$ cat src/common/psw_pkg.sv
// Purpose: shared constants for the switch and buck configuration bank
// Assumes: 8-bit subaddressed register port, 25 MHz system clock
// Notes: voltage codes are 6-bit codes; psw_code_mv converts them to millivolts
package psw_pkg;

   localparam logic [7:0] PSW_ADDR_SWITCH = 8'h15;
   localparam logic [7:0] PSW_ADDR_BUCK1 = 8'h16;
   localparam logic [7:0] PSW_ADDR_BUCK2 = 8'h17;

   localparam logic [7:0] PSW_RST_SWITCH = 8'h00;
   localparam logic [7:0] PSW_RST_BUCK1 = 8'h99;
   localparam logic [7:0] PSW_RST_BUCK2 = 8'h8F;

   localparam logic [7:0] PSW_MASK_SWITCH = 8'h3F;
   localparam logic [7:0] PSW_MASK_BUCK = 8'hBF;

   localparam int PSW_CUTOFF_LSB = 3;
   localparam int PSW_MODE_BIT = 7;
   localparam int PSW_CODE_W = 6;

   localparam int PSW_CLK_HZ = 25_000_000;
   localparam int PSW_BLANK_US = 5_000;
   localparam int PSW_BLANK_CYC = PSW_CLK_HZ / 1_000_000 * PSW_BLANK_US;

   localparam int PSW_MV_BASE = 850;
   localparam int PSW_MV_FINE = 10;
   localparam int PSW_MV_COARSE = 25;
   localparam logic [5:0] PSW_CODE_KNEE = 6'h32;

   typedef enum logic [0:0] {
      PSW_BLANK_IDLE = 1'b0,
      PSW_BLANK_RUN = 1'b1
   } psw_blank_t;

   function automatic logic [10:0] psw_code_mv(input logic [5:0] code);
      logic [10:0] mv;
      mv = 11'(PSW_MV_BASE);
      if (code <= PSW_CODE_KNEE) begin
         mv = 11'(PSW_MV_BASE + PSW_MV_FINE * int'(code));
      end else begin
         mv = 11'(PSW_MV_BASE + PSW_MV_FINE * int'(PSW_CODE_KNEE)
            + PSW_MV_COARSE * (int'(code) - int'(PSW_CODE_KNEE)));
      end
      return mv;
   endfunction

endpackage

$ cat src/rtl/psw_config_regs.sv
// Purpose: switch protect and buck control register bank
// Assumes: subaddressed byte port from the serial slave, one-cycle strobes
// Notes: password unlock comes from the protection logic as a level
`timescale 1ns/1ps
module psw_config_regs
   import psw_pkg::*;
#(
   parameter int BLANK_CYC = PSW_BLANK_CYC
) (
   input wire logic clk_sys,
   input wire logic rst,
   input wire logic reg_wr,
   input wire logic reg_rd,
   input wire logic [7:0] reg_addr,
   input wire logic [7:0] reg_wdata,
   output logic [7:0] reg_rdata,
   output logic reg_rvalid,
   input wire logic password_ok,
   input wire logic apply_strobe,
   input wire logic alternate_apply_strobe,
   input wire logic power_fail_low_flag,
   input wire logic [2:0] switch_enable,
   output logic [2:0] switch_on,
   output logic [2:0] switch_discharge,
   output logic buck_one_pulse_skip,
   output logic [5:0] buck_one_voltage_code,
   output logic buck_one_monitor_blank,
   output logic buck_two_pulse_skip,
   output logic [5:0] buck_two_voltage_code,
   output logic buck_two_monitor_blank
);
   // ----------------------------------------------------------------
   // register writes
   // ----------------------------------------------------------------
   logic [7:0] sw_cfg, next_sw_cfg;
   logic wr_ok, wr_b1, wr_b2, apply;
   logic [7:0] rd_b1, rd_b2;

   assign wr_ok = reg_wr && password_ok;
   assign wr_b1 = wr_ok && (reg_addr == PSW_ADDR_BUCK1);
   assign wr_b2 = wr_ok && (reg_addr == PSW_ADDR_BUCK2);
   assign apply = apply_strobe || alternate_apply_strobe;

   always_comb begin
      next_sw_cfg = sw_cfg;
      if (wr_ok && reg_addr == PSW_ADDR_SWITCH) begin
         next_sw_cfg = reg_wdata & PSW_MASK_SWITCH;
      end
   end

   always_ff @(posedge clk_sys) begin
      if (rst) begin
         sw_cfg <= PSW_RST_SWITCH;
      end else begin
         sw_cfg <= next_sw_cfg;
      end
   end

   // ----------------------------------------------------------------
   // buck channels
   // ----------------------------------------------------------------
   psw_buck_channel #(.RESET_VAL(PSW_RST_BUCK1), .BLANK_CYC(BLANK_CYC))
      u_buck_one (
      .clk_sys(clk_sys),
      .rst(rst),
      .wr(wr_b1),
      .wdata(reg_wdata),
      .apply(apply),
      .rdata(rd_b1),
      .pulse_skip_enable(buck_one_pulse_skip),
      .target_code(buck_one_voltage_code),
      .monitor_blank(buck_one_monitor_blank)
   );

   psw_buck_channel #(.RESET_VAL(PSW_RST_BUCK2), .BLANK_CYC(BLANK_CYC))
      u_buck_two (
      .clk_sys(clk_sys),
      .rst(rst),
      .wr(wr_b2),
      .wdata(reg_wdata),
      .apply(apply),
      .rdata(rd_b2),
      .pulse_skip_enable(buck_two_pulse_skip),
      .target_code(buck_two_voltage_code),
      .monitor_blank(buck_two_monitor_blank)
   );

   // ----------------------------------------------------------------
   // switch outputs and read path
   // ----------------------------------------------------------------
   logic [2:0] cutoff, next_on, next_dis;
   logic [7:0] next_rdata;

   always_comb begin
      cutoff = sw_cfg[PSW_CUTOFF_LSB +: 3];
      // fail flag is active low; a set cutoff bit forces the switch off while the flag is low
      next_on = switch_enable & ~(cutoff & {3{~power_fail_low_flag}});
      // discharge only while off, so it never fights a live output
      next_dis = sw_cfg[2:0] & ~next_on;
      next_rdata = 8'h00;
      if (reg_addr == PSW_ADDR_SWITCH) begin
         next_rdata = sw_cfg;
      end else if (reg_addr == PSW_ADDR_BUCK1) begin
         next_rdata = rd_b1;
      end else if (reg_addr == PSW_ADDR_BUCK2) begin
         next_rdata = rd_b2;
      end
   end

   always_ff @(posedge clk_sys) begin
      if (rst) begin
         switch_on <= 3'h0;
         switch_discharge <= 3'h0;
         reg_rdata <= 8'h00;
         reg_rvalid <= 1'b0;
      end else begin
         switch_on <= next_on;
         switch_discharge <= next_dis;
         reg_rdata <= reg_rd ? next_rdata : reg_rdata;
         reg_rvalid <= reg_rd;
      end
   end

   // ----------------------------------------------------------------
   // checks
   // ----------------------------------------------------------------
   locked_write_a: assert property (
      @(posedge clk_sys) disable iff (rst)
      reg_wr && !password_ok && reg_addr == PSW_ADDR_SWITCH
      |=> sw_cfg == $past(sw_cfg))
      else $error("locked write changed switch config");
   switch_cutoff_a: assert property (
      @(posedge clk_sys) disable iff (rst)
      !power_fail_low_flag && sw_cfg[5] |=> !switch_on[2])
      else $error("switch three not cut on power fail");
   cutoff_two_a: assert property (
      @(posedge clk_sys) disable iff (rst)
      !power_fail_low_flag && sw_cfg[4] |=> !switch_on[1])
      else $error("switch two not cut on power fail");
   cutoff_one_a: assert property (
      @(posedge clk_sys) disable iff (rst)
      !power_fail_low_flag && sw_cfg[3] |=> !switch_on[0])
      else $error("switch one not cut on power fail");
   // sampled rst keeps the release edge out: outputs reset there
   fail_clear_a: assert property (
      @(posedge clk_sys) disable iff (rst)
      power_fail_low_flag && !rst |=> switch_on == $past(switch_enable))
      else $error("switch changed without power fail");
   discharge_off_a: assert property (
      @(posedge clk_sys) disable iff (rst)
      (switch_discharge & switch_on) == 3'h0)
      else $error("discharge while switch on");
   discharge_set_a: assert property (
      @(posedge clk_sys) disable iff (rst)
      !rst |=> switch_discharge == ($past(sw_cfg[2:0]) & ~switch_on))
      else $error("discharge does not follow its bits");
   sw_reserved_a: assert property (
      @(posedge clk_sys) disable iff (rst)
      sw_cfg[7:6] == 2'b00)
      else $error("switch reserved bits set");
   blank_one_a: assert property (
      @(posedge clk_sys) disable iff (rst)
      wr_b1 |=> ##1 buck_one_monitor_blank [*8])
      else $error("buck one not blanked after write");
   blank_two_a: assert property (
      @(posedge clk_sys) disable iff (rst)
      wr_b2 |=> ##1 buck_two_monitor_blank [*8])
      else $error("buck two not blanked after write");
   apply_one_a: assert property (
      @(posedge clk_sys) disable iff (rst)
      apply && !rst |=> buck_one_voltage_code == $past(rd_b1[5:0]))
      else $error("apply did not load buck one code");
   apply_two_a: assert property (
      @(posedge clk_sys) disable iff (rst)
      apply && !rst |=> buck_two_voltage_code == $past(rd_b2[5:0]))
      else $error("apply did not load buck two code");
   mode_one_a: assert property (
      @(posedge clk_sys) disable iff (rst)
      wr_b1 |=> buck_one_pulse_skip == $past(reg_wdata[7]))
      else $error("buck one mode not taken");
   mode_two_a: assert property (
      @(posedge clk_sys) disable iff (rst)
      wr_b2 |=> buck_two_pulse_skip == $past(reg_wdata[7]))
      else $error("buck two mode not taken");

   wr_b1_c: cover property (@(posedge clk_sys) disable iff (rst) wr_b1);
   apply_c: cover property (@(posedge clk_sys) disable iff (rst)
      wr_b2 ##[1:20] apply);
   cut_c: cover property (@(posedge clk_sys) disable iff (rst)
      switch_discharge != 3'h0);
endmodule // psw_config_regs

$ cat src/rtl/psw_blank_timer.sv
// Purpose: blanks over/under-voltage monitoring after a register write
// Assumes: start is a one-cycle pulse
// Notes: a new start restarts the full interval
`timescale 1ns/1ps
module psw_blank_timer
   import psw_pkg::*;
#(
   parameter int BLANK_CYC = PSW_BLANK_CYC
) (
   input wire logic clk_sys,
   input wire logic rst,
   input wire logic start,
   output logic blanking
);
   psw_blank_t state, next_state;
   logic [22:0] count, next_count;

   always_comb begin
      next_state = state;
      next_count = count;
      if (start) begin
         next_state = PSW_BLANK_RUN;
         next_count = 23'(BLANK_CYC - 1);
      end else begin
         case (state)
            PSW_BLANK_IDLE: begin
               next_count = '0;
            end
            PSW_BLANK_RUN: begin
               if (count == '0) begin
                  next_state = PSW_BLANK_IDLE;
               end else begin
                  next_count = count - 23'h0_001;
               end
            end
            default: next_state = PSW_BLANK_IDLE;
         endcase
      end
   end

   always_ff @(posedge clk_sys) begin
      if (rst) begin
         state <= PSW_BLANK_IDLE;
         count <= '0;
      end else begin
         state <= next_state;
         count <= next_count;
      end
   end

   assign blanking = (state == PSW_BLANK_RUN);

   blank_len_a: assert property (
      @(posedge clk_sys) disable iff (rst)
      start |=> blanking && count == 23'(BLANK_CYC - 1))
      else $error("blanking did not start at full length");
endmodule // psw_blank_timer

$ cat src/rtl/psw_buck_channel.sv
// Purpose: one buck converter setting with pending voltage and apply
// Assumes: write and apply strobes are one-cycle pulses
// Notes: mode takes effect at once, voltage only on apply
`timescale 1ns/1ps
module psw_buck_channel
   import psw_pkg::*;
#(
   parameter logic [7:0] RESET_VAL = PSW_RST_BUCK1,
   parameter int BLANK_CYC = PSW_BLANK_CYC
) (
   input wire logic clk_sys,
   input wire logic rst,
   input wire logic wr,
   input wire logic [7:0] wdata,
   input wire logic apply,
   output logic [7:0] rdata,
   output logic pulse_skip_enable,
   output logic [5:0] target_code,
   output logic monitor_blank
);
   logic [7:0] reg_q, next_reg;
   logic [5:0] active, next_active;
   logic blank;

   always_comb begin
      next_reg = reg_q;
      next_active = active;
      if (wr) begin
         next_reg = wdata & PSW_MASK_BUCK;
      end
      if (apply) begin
         next_active = reg_q[PSW_CODE_W-1:0];
      end
   end

   always_ff @(posedge clk_sys) begin
      if (rst) begin
         reg_q <= RESET_VAL;
         active <= RESET_VAL[5:0];
         pulse_skip_enable <= RESET_VAL[PSW_MODE_BIT];
         target_code <= RESET_VAL[5:0];
         monitor_blank <= 1'b0;
      end else begin
         reg_q <= next_reg;
         active <= next_active;
         pulse_skip_enable <= next_reg[PSW_MODE_BIT];
         target_code <= next_active;
         monitor_blank <= blank;
      end
   end

   assign rdata = reg_q;

   psw_blank_timer #(.BLANK_CYC(BLANK_CYC)) u_blank (
      .clk_sys(clk_sys),
      .rst(rst),
      .start(wr),
      .blanking(blank)
   );

   hold_pending_a: assert property (
      @(posedge clk_sys) disable iff (rst)
      (wr && !apply) ##1 !apply |=> target_code == $past(target_code))
      else $error("voltage changed without apply");
   reserved_zero_a: assert property (
      @(posedge clk_sys) disable iff (rst)
      rdata[6] == 1'b0)
      else $error("reserved bit set");
endmodule // psw_buck_channel

$ cat config.mk
export PLATFORM = sky130hd
export DESIGN_NAME = psw_config_regs
export DESIGN_NICKNAME = d
export VERILOG_FILES = /design/src/common/psw_pkg.sv /design/src/rtl/psw_config_regs.sv /design/src/rtl/psw_blank_timer.sv /design/src/rtl/psw_buck_channel.sv
export SDC_FILE = /design/constraint.sdc
export NUM_CORES = 1
export LEC_CHECK = 0
export ABC_CLOCK_PERIOD_IN_PS = 3050
export BUFFER_PORTS_ARGS = -buffer_cell sky130_fd_sc_hd__buf_2
export CAP_MARGIN = 20
export CORE_ASPECT_RATIO = 1.1
export CORE_MARGIN = 2
export CORE_UTILIZATION = 30
export DETAILED_ROUTE_END_ITERATION = 8
export SYNTH_ARGS = -nofsm -noshare
export SYNTH_HDL_FRONTEND = slang
export SYNTH_SLANG_ARGS = --single-unit
$ cat constraint.sdc
create_clock -name clk_sys -period 3.05 [get_ports clk_sys]
set_input_delay 0.305 -clock clk_sys [delete_from_list [all_inputs] [get_ports clk_sys]]
set_output_delay 0.305 -clock clk_sys [all_outputs]
set_load 0.01 [all_outputs]
==> impl_metrics.csv, run 1 <==
group,metric,value,unit
setup_path,crit_chain,"inv_1 > ha_1 > or4b_2 > or4_4 > nor3_1 > mux2i_1 > nor2_1",
placed_design,dp_slack,0.595,ns
pwr,power.density,480,nW/µm²
sta,finalSetupTns,0,ns
detailed_routing,finalWirelength,9.61,mm
clock_network,insertion_delay,0.34,ns
detailed_routing,vias_per_cell,4.85,
min_path,hold_class,"in -> reg",
synthesis,synth_cell_type_count,54,
placed_design,dpl.hpwl,7.01,mm
synthesis,synth_xor_area_frac,0.0707,
floorplanning,dieArea,15000,µm²
synthesis,synth_top_family_by_area,"simple AND/OR/NAND/NOR gates",
pwr,vdd_drop_max,0.271,mV
setup_path,critPathArrivalTime,2.68,ns
sta,max_slew_margin,0.470,
clock_network,htreeDepth,3,
synthesis,avgSynthCellArea,8.83,µm²
sta,fmax,0.405,GHz
sta,finalHoldViolations,0,
sta,timing.final.ws_setup,0.582,ns
sta,setup_viol,0,
detailed_routing,drtPass1Iterations,4,
synthesis,synthSimpleGateAreaFrac,0.257,
placed_design,gp_congestion,0.829,
pwr,leakage,2.10,nW
cells_and_area,drive_gt1_frac,0.178,
clock_network,post_cts_resized,0,
synthesis,synthCells,477,
floorplanning,io_pins,58,
detailed_routing,post_drt_wl_per_cell,13.3,µm
cells_and_area,nets,560,
cells_and_area,antennaDiodeCount,0,
cells_and_area,multiInputGateArea,2140,µm²
sta,slew_viol_final,0,
cells_and_area,layout_common_cells,"dfxtp_1 (96), nor2_1 (63), buf_2 (55)",
clock_network,postCtsHoldBufs,0,
grt,grt_max_degree,32,
grt,grt_pass1_wl,16.0,mm
sta,fin_crit,2.47,ns
setup_path,end_kind,"register",
clock_network,numCtsBuffers,9,
floorplanning,coreArea,13800,µm²
clock_network,clk_path_buf_depth,2,
synthesis,syn-cell-area,4210,µm²
clock_network,cts_tree,"yes",
sta,final.period_utilization,0.809,
cells_and_area,areaGrowthSynthToFinish,17.8,%
clock_network,postCtsSetupRepairBufs,0,
floorplanning,rows,45,
sta,skew,0.00843,ns
synthesis,synth_edf_count,0,
synthesis,synth_nets,508,
setup_path,start_kind,"register",
setup_path,cp_slowest_stage_delay,0.67,ns
floorplanning,die_h,128,µm
cells_and_area,ff_latch_area,1920,µm²
clock_network,path_clk_slew,0.07,ns
grt,first_global_vias,3362,
detailed_routing,drtIter0Drc,129,
floorplanning,initial_core_util,0.305,
run,timing.max_cap.violations,0,
cells_and_area,final.fill_count,1433,
cells_and_area,layout_commonest_cell,"dfxtp_1",
setup_path,critPathSlowestCell,"or4b_2",
synthesis,yosysSeqAreaShare,0.456,
setup_path,crit_required,3.26,ns
synthesis,yosys_warnings,0,
synthesis,synth-compound-area-share,0.126,
synthesis,synth_top_flop_cell,"dfxtp_1",
synthesis,synth_seq_cells,96,
synthesis,ys_async_sr_fraction,0,
setup_path,crit_family,"simple AND/OR/NAND/NOR gates",
synthesis,synth_mux_area_frac,0.0419,
grt,antenna_found_initial,0,
clock_network,cts.sinks,96,
setup_path,critPathBufInv,1,
detailed_routing,route.vias.total,3494,
grt,grt_use_total,0.134,
status,status,"completed",
placed_design,port_buffers,55,
synthesis,synth_fa_ha_area_frac,0.0119,
detailed_routing,drcViolationCount,0,
clock_network,cts_root_buf,"clkbuf_16",
floorplanning,die_x,117,µm
sta,worstMarginPinSlew,0.788,ns
sta,rsz0062_at_grt,"no",
setup_path,worst-setup-path-type,"reg -> reg",
detailed_routing,ant_nets,0,
grt,gr-total-overflow,0,
setup_path,cp_max_fo,5,
==> layer usage <==
metal / global-route usage / part of all wire / vias up / wire, µm
li1: - / - / 1769 / -
met1: 0.168 / 0.45 / 1634 / 4350
met2: 0.222 / 0.48 / 74 / 4600
met3: 0.0317 / 0.047 / 17 / 449
met4: 0.0526 / 0.023 / 0 / 218
met5: 0 / 0 / - / 0
==> synthesized netlist by cell type (9+ instances only) <==
library cell	instances	area share
dfxtp_1	96	0.46
xor2_1	13	0.027
nor2_1	63	0.056
a21oi_1	17	0.020
nor3_1	11	0.013
inv_1	18	0.016
a211o_1	9	0.019
nor2b_1	9	0.013
o21ai_0	21	0.025
mux2i_1	12	0.029
nand2_1	46	0.041
xnor2_1	21	0.044
nand3_1	13	0.015
clkbuf_1	15	0.013
==> sequential cells by signal, summed over array words and instances, names as in the netlist <==
name                          cells
switch_on                         3
u_buck_one.u_blank.count         23
u_buck_two.active                 6
u_buck_one.pulse_skip_enable      1
u_buck_one.u_blank.blanking       1
u_buck_one.rdata                  6
u_buck_two.u_blank.count         23
reg_rdata                         7
sw_cfg                            6
u_buck_two.u_blank.blanking       1
switch_discharge                  3
u_buck_one.target_code            6
u_buck_one.monitor_blank          1
u_buck_two.rdata                  7
reg_rvalid                        1
u_buck_two.monitor_blank          1
==> final cells by class <==
cell class,count,share of cell area
Tap cell,188,0.0474
Sequential cell,96,0.387
Inverter,18,0.0136
Clock inverter,6,0.00933
Clock buffer,9,0.0454
Multi-Input combinational cell,342,0.431
Timing Repair Buffer,62,0.0660
==> kinds of logic after synthesis <==
kind of cell | Yosys count
flops | 96
compound gates | 79
xor+xnor | 34
fa+ha+maj | 4
buf+inv | 39
mux | 17
simple gates | 207
other cells | 1
==> power by group <==
part	total [mW]	internal (mW)	switching, mW	leakage, nW
sequential	1.26	1.26	0.00301	0.776
clock	1.03	0.552	0.481	0.128
combinational	0.0862	0.0349	0.0513	1.20
==> metrics by stage <==
step	cell area (µm²)	hold WS [ns]	utilization	std cells	power [mW]
floorplan	4210	0.437	-	477	1.34
global placement	4690	0.440	0.340	706	1.38
detailed placement	4690	0.443	0.340	706	1.38
CTS	4960	0.224	0.360	721	2.42
global route	4960	0.239	0.360	721	2.48
finish	4960	0.225	0.360	721	2.38
==> path summary, 6_finish.rpt <==
kind / startpoint / to / slack [ns] / cells after the start
max reg2reg: u_buck_two.u_blank.count[0] / u_buck_two.u_blank.count[22] / 0.58 / 7
min reg2reg: u_buck_one.u_blank.blanking / u_buck_one.u_blank.blanking / 0.46 / 2
max: u_buck_two.u_blank.count[0] / u_buck_two.u_blank.count[22] / 0.58 / 7
min: switch_enable[2] / switch_on[2] / 0.22 / 3
==> worst register-to-register path, stage by stage (launching register included) <==
cell	delay [ns]
dfxtp_1	0.35
inv_1	0.09
ha_1	0.20
or4b_2	0.67
or4_4	0.56
nor3_1	0.20
mux2i_1	0.21
nor2_1	0.05
Power figures use the tool's default switching activity.
==> inputs of run 2 (changes only) <==
--- a/config.mk
+++ b/config.mk
@@ -5,7 +5,7 @@
 export SDC_FILE = /design/constraint.sdc
 export NUM_CORES = 1
 export LEC_CHECK = 0
-export ABC_CLOCK_PERIOD_IN_PS = 3050
+export ABC_CLOCK_PERIOD_IN_PS = 2420
 export BUFFER_PORTS_ARGS = -buffer_cell sky130_fd_sc_hd__buf_2
 export CAP_MARGIN = 20
 export CORE_ASPECT_RATIO = 1.1
==> constraint.sdc (replaced) <==
create_clock -name clk_sys -period 2.42 [get_ports clk_sys]
set_input_delay 0.242 -clock clk_sys [delete_from_list [all_inputs] [get_ports clk_sys]]
set_output_delay 0.242 -clock clk_sys [all_outputs]
set_load 0.01 [all_outputs]
==> run 2 against run 1 <==
Clock skew barely moved. Clock-buffer cell count rose by 1. Largest cell class unchanged. First-iteration DRC count rose by 11%. Worst setup slack got worse by 0.48 ns. Final area rose by 2.1%. Highest routed layer unchanged. Hold slack got worse by 0.059 ns. Critical path depth rose by 1. Fmax rose by 6.4%.
==> impl_metrics.csv, run 2 (synthesis gave the netlist of run 1 again) <==
group,metric,value,unit
cells_and_area,reg_top3,"u_buck_one.u_blank.count (23), u_buck_two.u_blank.count (23)",
grt,first_global_vias,3454,
cells_and_area,antennaDiodeCount,0,
placed_design,dp.cells,712,
detailed_routing,vias_per_cell,4.87,
setup_path,critPathArrivalTime,2.53,ns
clock_network,insertion_delay,0.34,ns
grt,gr-total-overflow,0,
cells_and_area,multiInputGateArea,2150,µm²
grt,grt_use_total,0.138,
sta,finalHoldViolations,0,
cells_and_area,nets,566,
placed_design,port_buffers,55,
sta,finalSetupTns,0,ns
placed_design,place_area,4740,µm²
setup_path,worst-setup-path-type,"reg -> reg",
setup_path,crit_required,2.63,ns
sta,skew,0.00811,ns
floorplanning,coreArea,13800,µm²
clock_network,cts_root_buf,"clkbuf_16",
detailed_routing,finalWirelength,9.83,mm
cells_and_area,final_design_area_no_fill,5070,µm²
detailed_routing,drtIter0Drc,143,
cells_and_area,post-route-util,0.368,
detailed_routing,route.vias.total,3538,
placed_design,gp_congestion,0.810,
grt,grt_max_degree,44,
sta,max_slew_margin,0.505,
status,status,"completed",
detailed_routing,drtPass1Iterations,4,
sta,setup_viol,0,
cells_and_area,ff_latch_area,1920,µm²
floorplanning,rows,45,
clock_network,post_cts_resized,0,
detailed_routing,ant_nets,0,
cells_and_area,layout_common_cells,"dfxtp_1 (96), nor2_1 (63), buf_2 (55)",
cells_and_area,areaGrowthSynthToFinish,20.3,%
sta,fmax,0.431,GHz
min_path,hold_class,"in -> reg",
cells_and_area,drive_gt1_frac,0.193,
pwr,vdd_drop_max,0.401,mV
setup_path,start_kind,"register",
grt,antenna_found_initial,0,
clock_network,cts_tree,"yes",
floorplanning,dieArea,15000,µm²
sta,final.period_utilization,0.958,
clock_network,clk_path_buf_depth,2,
floorplanning,die_h,128,µm
grt,grt_pass1_wl,16.5,mm
floorplanning,die_x,117,µm
setup_path,end_kind,"register",
setup_path,cp_max_fo,4,
clock_network,numCtsBuffers,9,
pwr,leakage,2.16,nW
sta,fin_crit,2.32,ns
sta,worstMarginPinSlew,0.740,ns
cells_and_area,layout_commonest_cell,"dfxtp_1",
clock_network,postCtsHoldBufs,0,
clock_network,htreeDepth,3,
sta,rsz0062_at_grt,"no",
sta,slew_viol_final,0,
run,timing.max_cap.violations,0,
cells_and_area,fin_cells,727,
floorplanning,io_pins,58,
pwr,power.density,634,nW/µm²
cells_and_area,final.fill_count,1402,
clock_network,postCtsSetupRepairBufs,0,
floorplanning,initial_core_util,0.305,
detailed_routing,drcViolationCount,0,
placed_design,dpl.hpwl,7.21,mm
detailed_routing,post_drt_wl_per_cell,13.5,µm
clock_network,path_clk_slew,0.07,ns
clock_network,cts.sinks,96,
## run 2: routing by layer
layer | GRT usage | up-vias | routed length (µm)
met3 | 0.0374 | 9 | 474
met1 | 0.169 | 1685 | 4350
met5 | 0 | - | 0
li1 | - | 1781 | -
met2 | 0.235 | 63 | 4890
met4 | 0.0436 | 0 | 115
## run 2: final cells by class
class                      count  area share
timing repair buffer          68      0.0735
sequential                    96       0.379
clock inverter                 5      0.0160
multi-input combinational    342       0.424
inverter                      18      0.0133
clock buffer                  10      0.0471
tap                          188      0.0464
## run 2: per-stage QoR
step | setup WS [ns] | total power [mW] | hold slack (ns)
5_1_grt | 0.00849 | 3.34 | 0.170
3_3_place_gp | 0.0745 | 1.74 | 0.439
2_1_floorplan | 0.132 | 1.69 | 0.386
6_report | 0.102 | 3.21 | 0.165
4_1_cts | 0.0318 | 3.26 | 0.159
3_5_place_dp | 0.0511 | 1.74 | 0.449
## run 2: worst max-delay path: stages, from the launching register on
cell and delay (ns):
dfxtp_1 0.33, inv_1 0.11, ha_2 0.20, or4b_2 0.61, buf_4 0.17, or3_1 0.34, a211oi_2 0.24, xnor2_1 0.14
nor2_1 0.05
## run 2: final timing paths
check / slack (ns) / startpoint / endpoint / depth (start not counted)
hold reg to reg: 0.46 / u_buck_two.active[1] / u_buck_two.active[1] / 2
hold / removal: 0.17 / reg_wdata[5] / sw_cfg[5] / 3
setup reg to reg: 0.10 / u_buck_two.u_blank.count[1] / u_buck_two.u_blank.count[12] / 8
setup / recovery: 0.10 / u_buck_two.u_blank.count[1] / u_buck_two.u_blank.count[12] / 8
## run 2: power breakdown
group | leakage (nW) | internal, mW | switching (mW)
registers | 0.776 | 1.59 | 0.00397
clock network | 0.155 | 0.927 | 0.583
logic | 1.23 | 0.0452 | 0.0638
total | 2.16 | 2.56 | 0.651
==> inputs of run 3 (changes only) <==
--- a/config.mk
+++ b/config.mk
@@ -6,12 +6,12 @@
 export NUM_CORES = 1
 export LEC_CHECK = 0
 export ABC_CLOCK_PERIOD_IN_PS = 2420
-export BUFFER_PORTS_ARGS = -buffer_cell sky130_fd_sc_hd__buf_2
 export CAP_MARGIN = 20
 export CORE_ASPECT_RATIO = 1.1
 export CORE_MARGIN = 2
 export CORE_UTILIZATION = 30
 export DETAILED_ROUTE_END_ITERATION = 8
+export DONT_BUFFER_PORTS = 1
 export SYNTH_ARGS = -nofsm -noshare
 export SYNTH_HDL_FRONTEND = slang
 export SYNTH_SLANG_ARGS = --single-unit
==> run 3 against run 2 <==
Clock skew increased by 0.00081 ns. Wire length increased by 0.38%. Fmax increased by 2.9%. Critical endpoint is now u_buck_two.u_blank.count[18].
==> impl_metrics.csv, run 3 (synthesis gave the netlist of run 1 again) <==
group,metric,value,unit
sta,fmax,0.444,GHz
pwr,p_switching,693,µW
cells_and_area,nets,518,
clock_network,cts.sinks,96,
sta,max_slew_margin,0.504,
pwr,vdd_drop_max,0.449,mV
sta,slew_viol_final,0,
grt,first_global_vias,3327,
placed_design,port_buffers,0,
setup_path,cp_slowest_stage_delay,0.61,ns
clock_network,path_clk_slew,0.07,ns
placed_design,dp_slack,0.0594,ns
clock_network,cts_root_buf,"clkbuf_16",
setup_path,crit_chain,"inv_1 > ha_1 > or4b_2 > or4_4 > nor3_1 > xnor2_1 > nor2_1",
pwr,leakage,1.95,nW
floorplanning,initial_core_util,0.305,
sta,setup_viol,0,
detailed_routing,drcViolationCount,0,
cells_and_area,drive_gt1_frac,0.110,
run,timing.max_cap.violations,0,
sta,finalSetupTns,0,ns
pwr,power_frac_seq,0.512,
floorplanning,dieArea,15000,µm²
grt,grt_max_degree,38,
min_path,hold_class,"in -> reg",
status,status,"completed",
clock_network,postCtsSetupRepairBufs,0,
grt,antenna_found_initial,0,
sta,finalHoldViolations,0,
grt,grt_pass1_wl,16.5,mm
clock_network,numCtsBuffers,9,
detailed_routing,drtPass1Iterations,4,
floorplanning,io_pins,58,
floorplanning,die_x,117,µm
setup_path,crit_required,2.64,ns
sta,timing.final.ws_setup,0.167,ns
detailed_routing,ant_nets,0,
setup_path,start_kind,"register",
pwr,switching_share,0.222,
setup_path,cp_max_fo,4,
grt,grt_use_total,0.141,
floorplanning,coreArea,13800,µm²
setup_path,end_kind,"register",
grt,gr-total-overflow,0,
cells_and_area,layout_common_cells,"dfxtp_1 (96), nor2_1 (63), nand2_1 (46)",
sta,worstMarginPinSlew,0.741,ns
pwr,p_clk_frac,0.465,
sta,final.period_utilization,0.931,
pwr,comb_power_share,0.023,
cells_and_area,fin_cells,680,
clock_network,clk_path_buf_depth,2,
cells_and_area,reg_top3,"u_buck_one.u_blank.count (23), u_buck_two.u_blank.count (23)",
detailed_routing,finalWirelength,9.87,mm
cells_and_area,areaGrowthSynthToFinish,15.0,%
sta,fin_crit,2.25,ns
setup_path,critPathSlowestCell,"or4b_2",
detailed_routing,drtIter0Drc,146,
detailed_routing,post_drt_wl_per_cell,14.5,µm
sta,skew,0.00892,ns
sta,rsz0062_at_grt,"no",
cells_and_area,antennaDiodeCount,0,
clock_network,cts_tree,"yes",
clock_network,htreeDepth,3,
pwr,intPower,2.43,mW
setup_path,critPathArrivalTime,2.47,ns
pwr,power.density,644,nW/µm²
setup_path,worst-setup-path-type,"reg -> reg",
placed_design,dpl.hpwl,6.94,mm
placed_design,gp_congestion,0.811,
detailed_routing,route.vias.total,3376,
placed_design,dp.cells,661,
cells_and_area,layout_commonest_cell,"dfxtp_1",
floorplanning,die_h,128,µm
clock_network,insertion_delay,0.35,ns
detailed_routing,vias_per_cell,4.96,
floorplanning,rows,45,
[run 3: changes by cell type in the layout (fill, tap and decap cells not counted), sizes merged]
cell and delta:
clkbuf -1, bufinv -1, dlygate4sd3 +2, buf -50, inv +2, clkinvlp +1
[run 3: power groups by stage]
stage	sequential, mW	clock, mW	combinational (mW)
after detailed placement	1.63	0	0.0554
after CTS	1.60	1.49	0.0744
after floorplan	1.63	0	0.0581
after global routing	1.60	1.56	0.0829
after global placement	1.63	0	0.0543
final	1.60	1.45	0.0732
[run 3: repair_timing]
item	4_1_cts	5_1_grt
hold endpoints to repair	37	0
hold buffers	3	0
gates resized for setup	0	2
setup endpoints to repair	0	5
[run 3: area by class of cell]
cell class	count	area (µm²)
Timing Repair Buffer	20	168
Fill cell	1435	8950
Clock inverter	7	80.1
Sequential cell	96	1920
Inverter	18	67.6
Multi-Input combinational cell	342	2150
Tap cell	188	235
Clock buffer	9	225
[run 3: path summary, 6_finish.rpt]
| kind | start | cells past startpoint | slack [ns] | end |
|---|---|---|---|---|
| setup / recovery | u_buck_two.u_blank.count[1] | 7 | 0.17 | u_buck_two.u_blank.count[18] |
| hold / removal | reg_wdata[2] | 2 | 0.04 | u_buck_one.rdata[2] |
| setup reg to reg | u_buck_two.u_blank.count[1] | 7 | 0.17 | u_buck_two.u_blank.count[18] |
| hold reg to reg | u_buck_one.u_blank.blanking | 2 | 0.46 | u_buck_one.u_blank.blanking |
[run 3: critical path, delay by kind of cell (launching register included)]
kind	cells	cell delay, ns
XOR/XNOR	1	0.16
adder cells (fa/ha/maj)	1	0.17
buffers and inverters	1	0.10
flip-flops	1	0.33
AND/OR/NAND/NOR	4	1.36
[run 3: layer usage]
metal	up-vias	wire, µm	global-route usage	part of all wire
met1	1595	4240	0.174	0.43
met3	12	694	0.0501	0.070
met5	-	0	0	0
met4	0	161	0.0491	0.016
li1	1689	-	-	-
met2	80	4770	0.227	0.48
[run 3: stage by stage]
stage / utilization / hold WS (ns) / instance area [µm²] / power, mW
after global routing: 0.351 / 0.0383 / 4850 / 3.24
after CTS: 0.351 / 0.0272 / 4840 / 3.16
final: 0.351 / 0.0367 / 4850 / 3.12
after detailed placement: 0.326 / 0.321 / 4490 / 1.69
after floorplan: - / 0.386 / 4210 / 1.69
after global placement: 0.326 / 0.319 / 4490 / 1.69
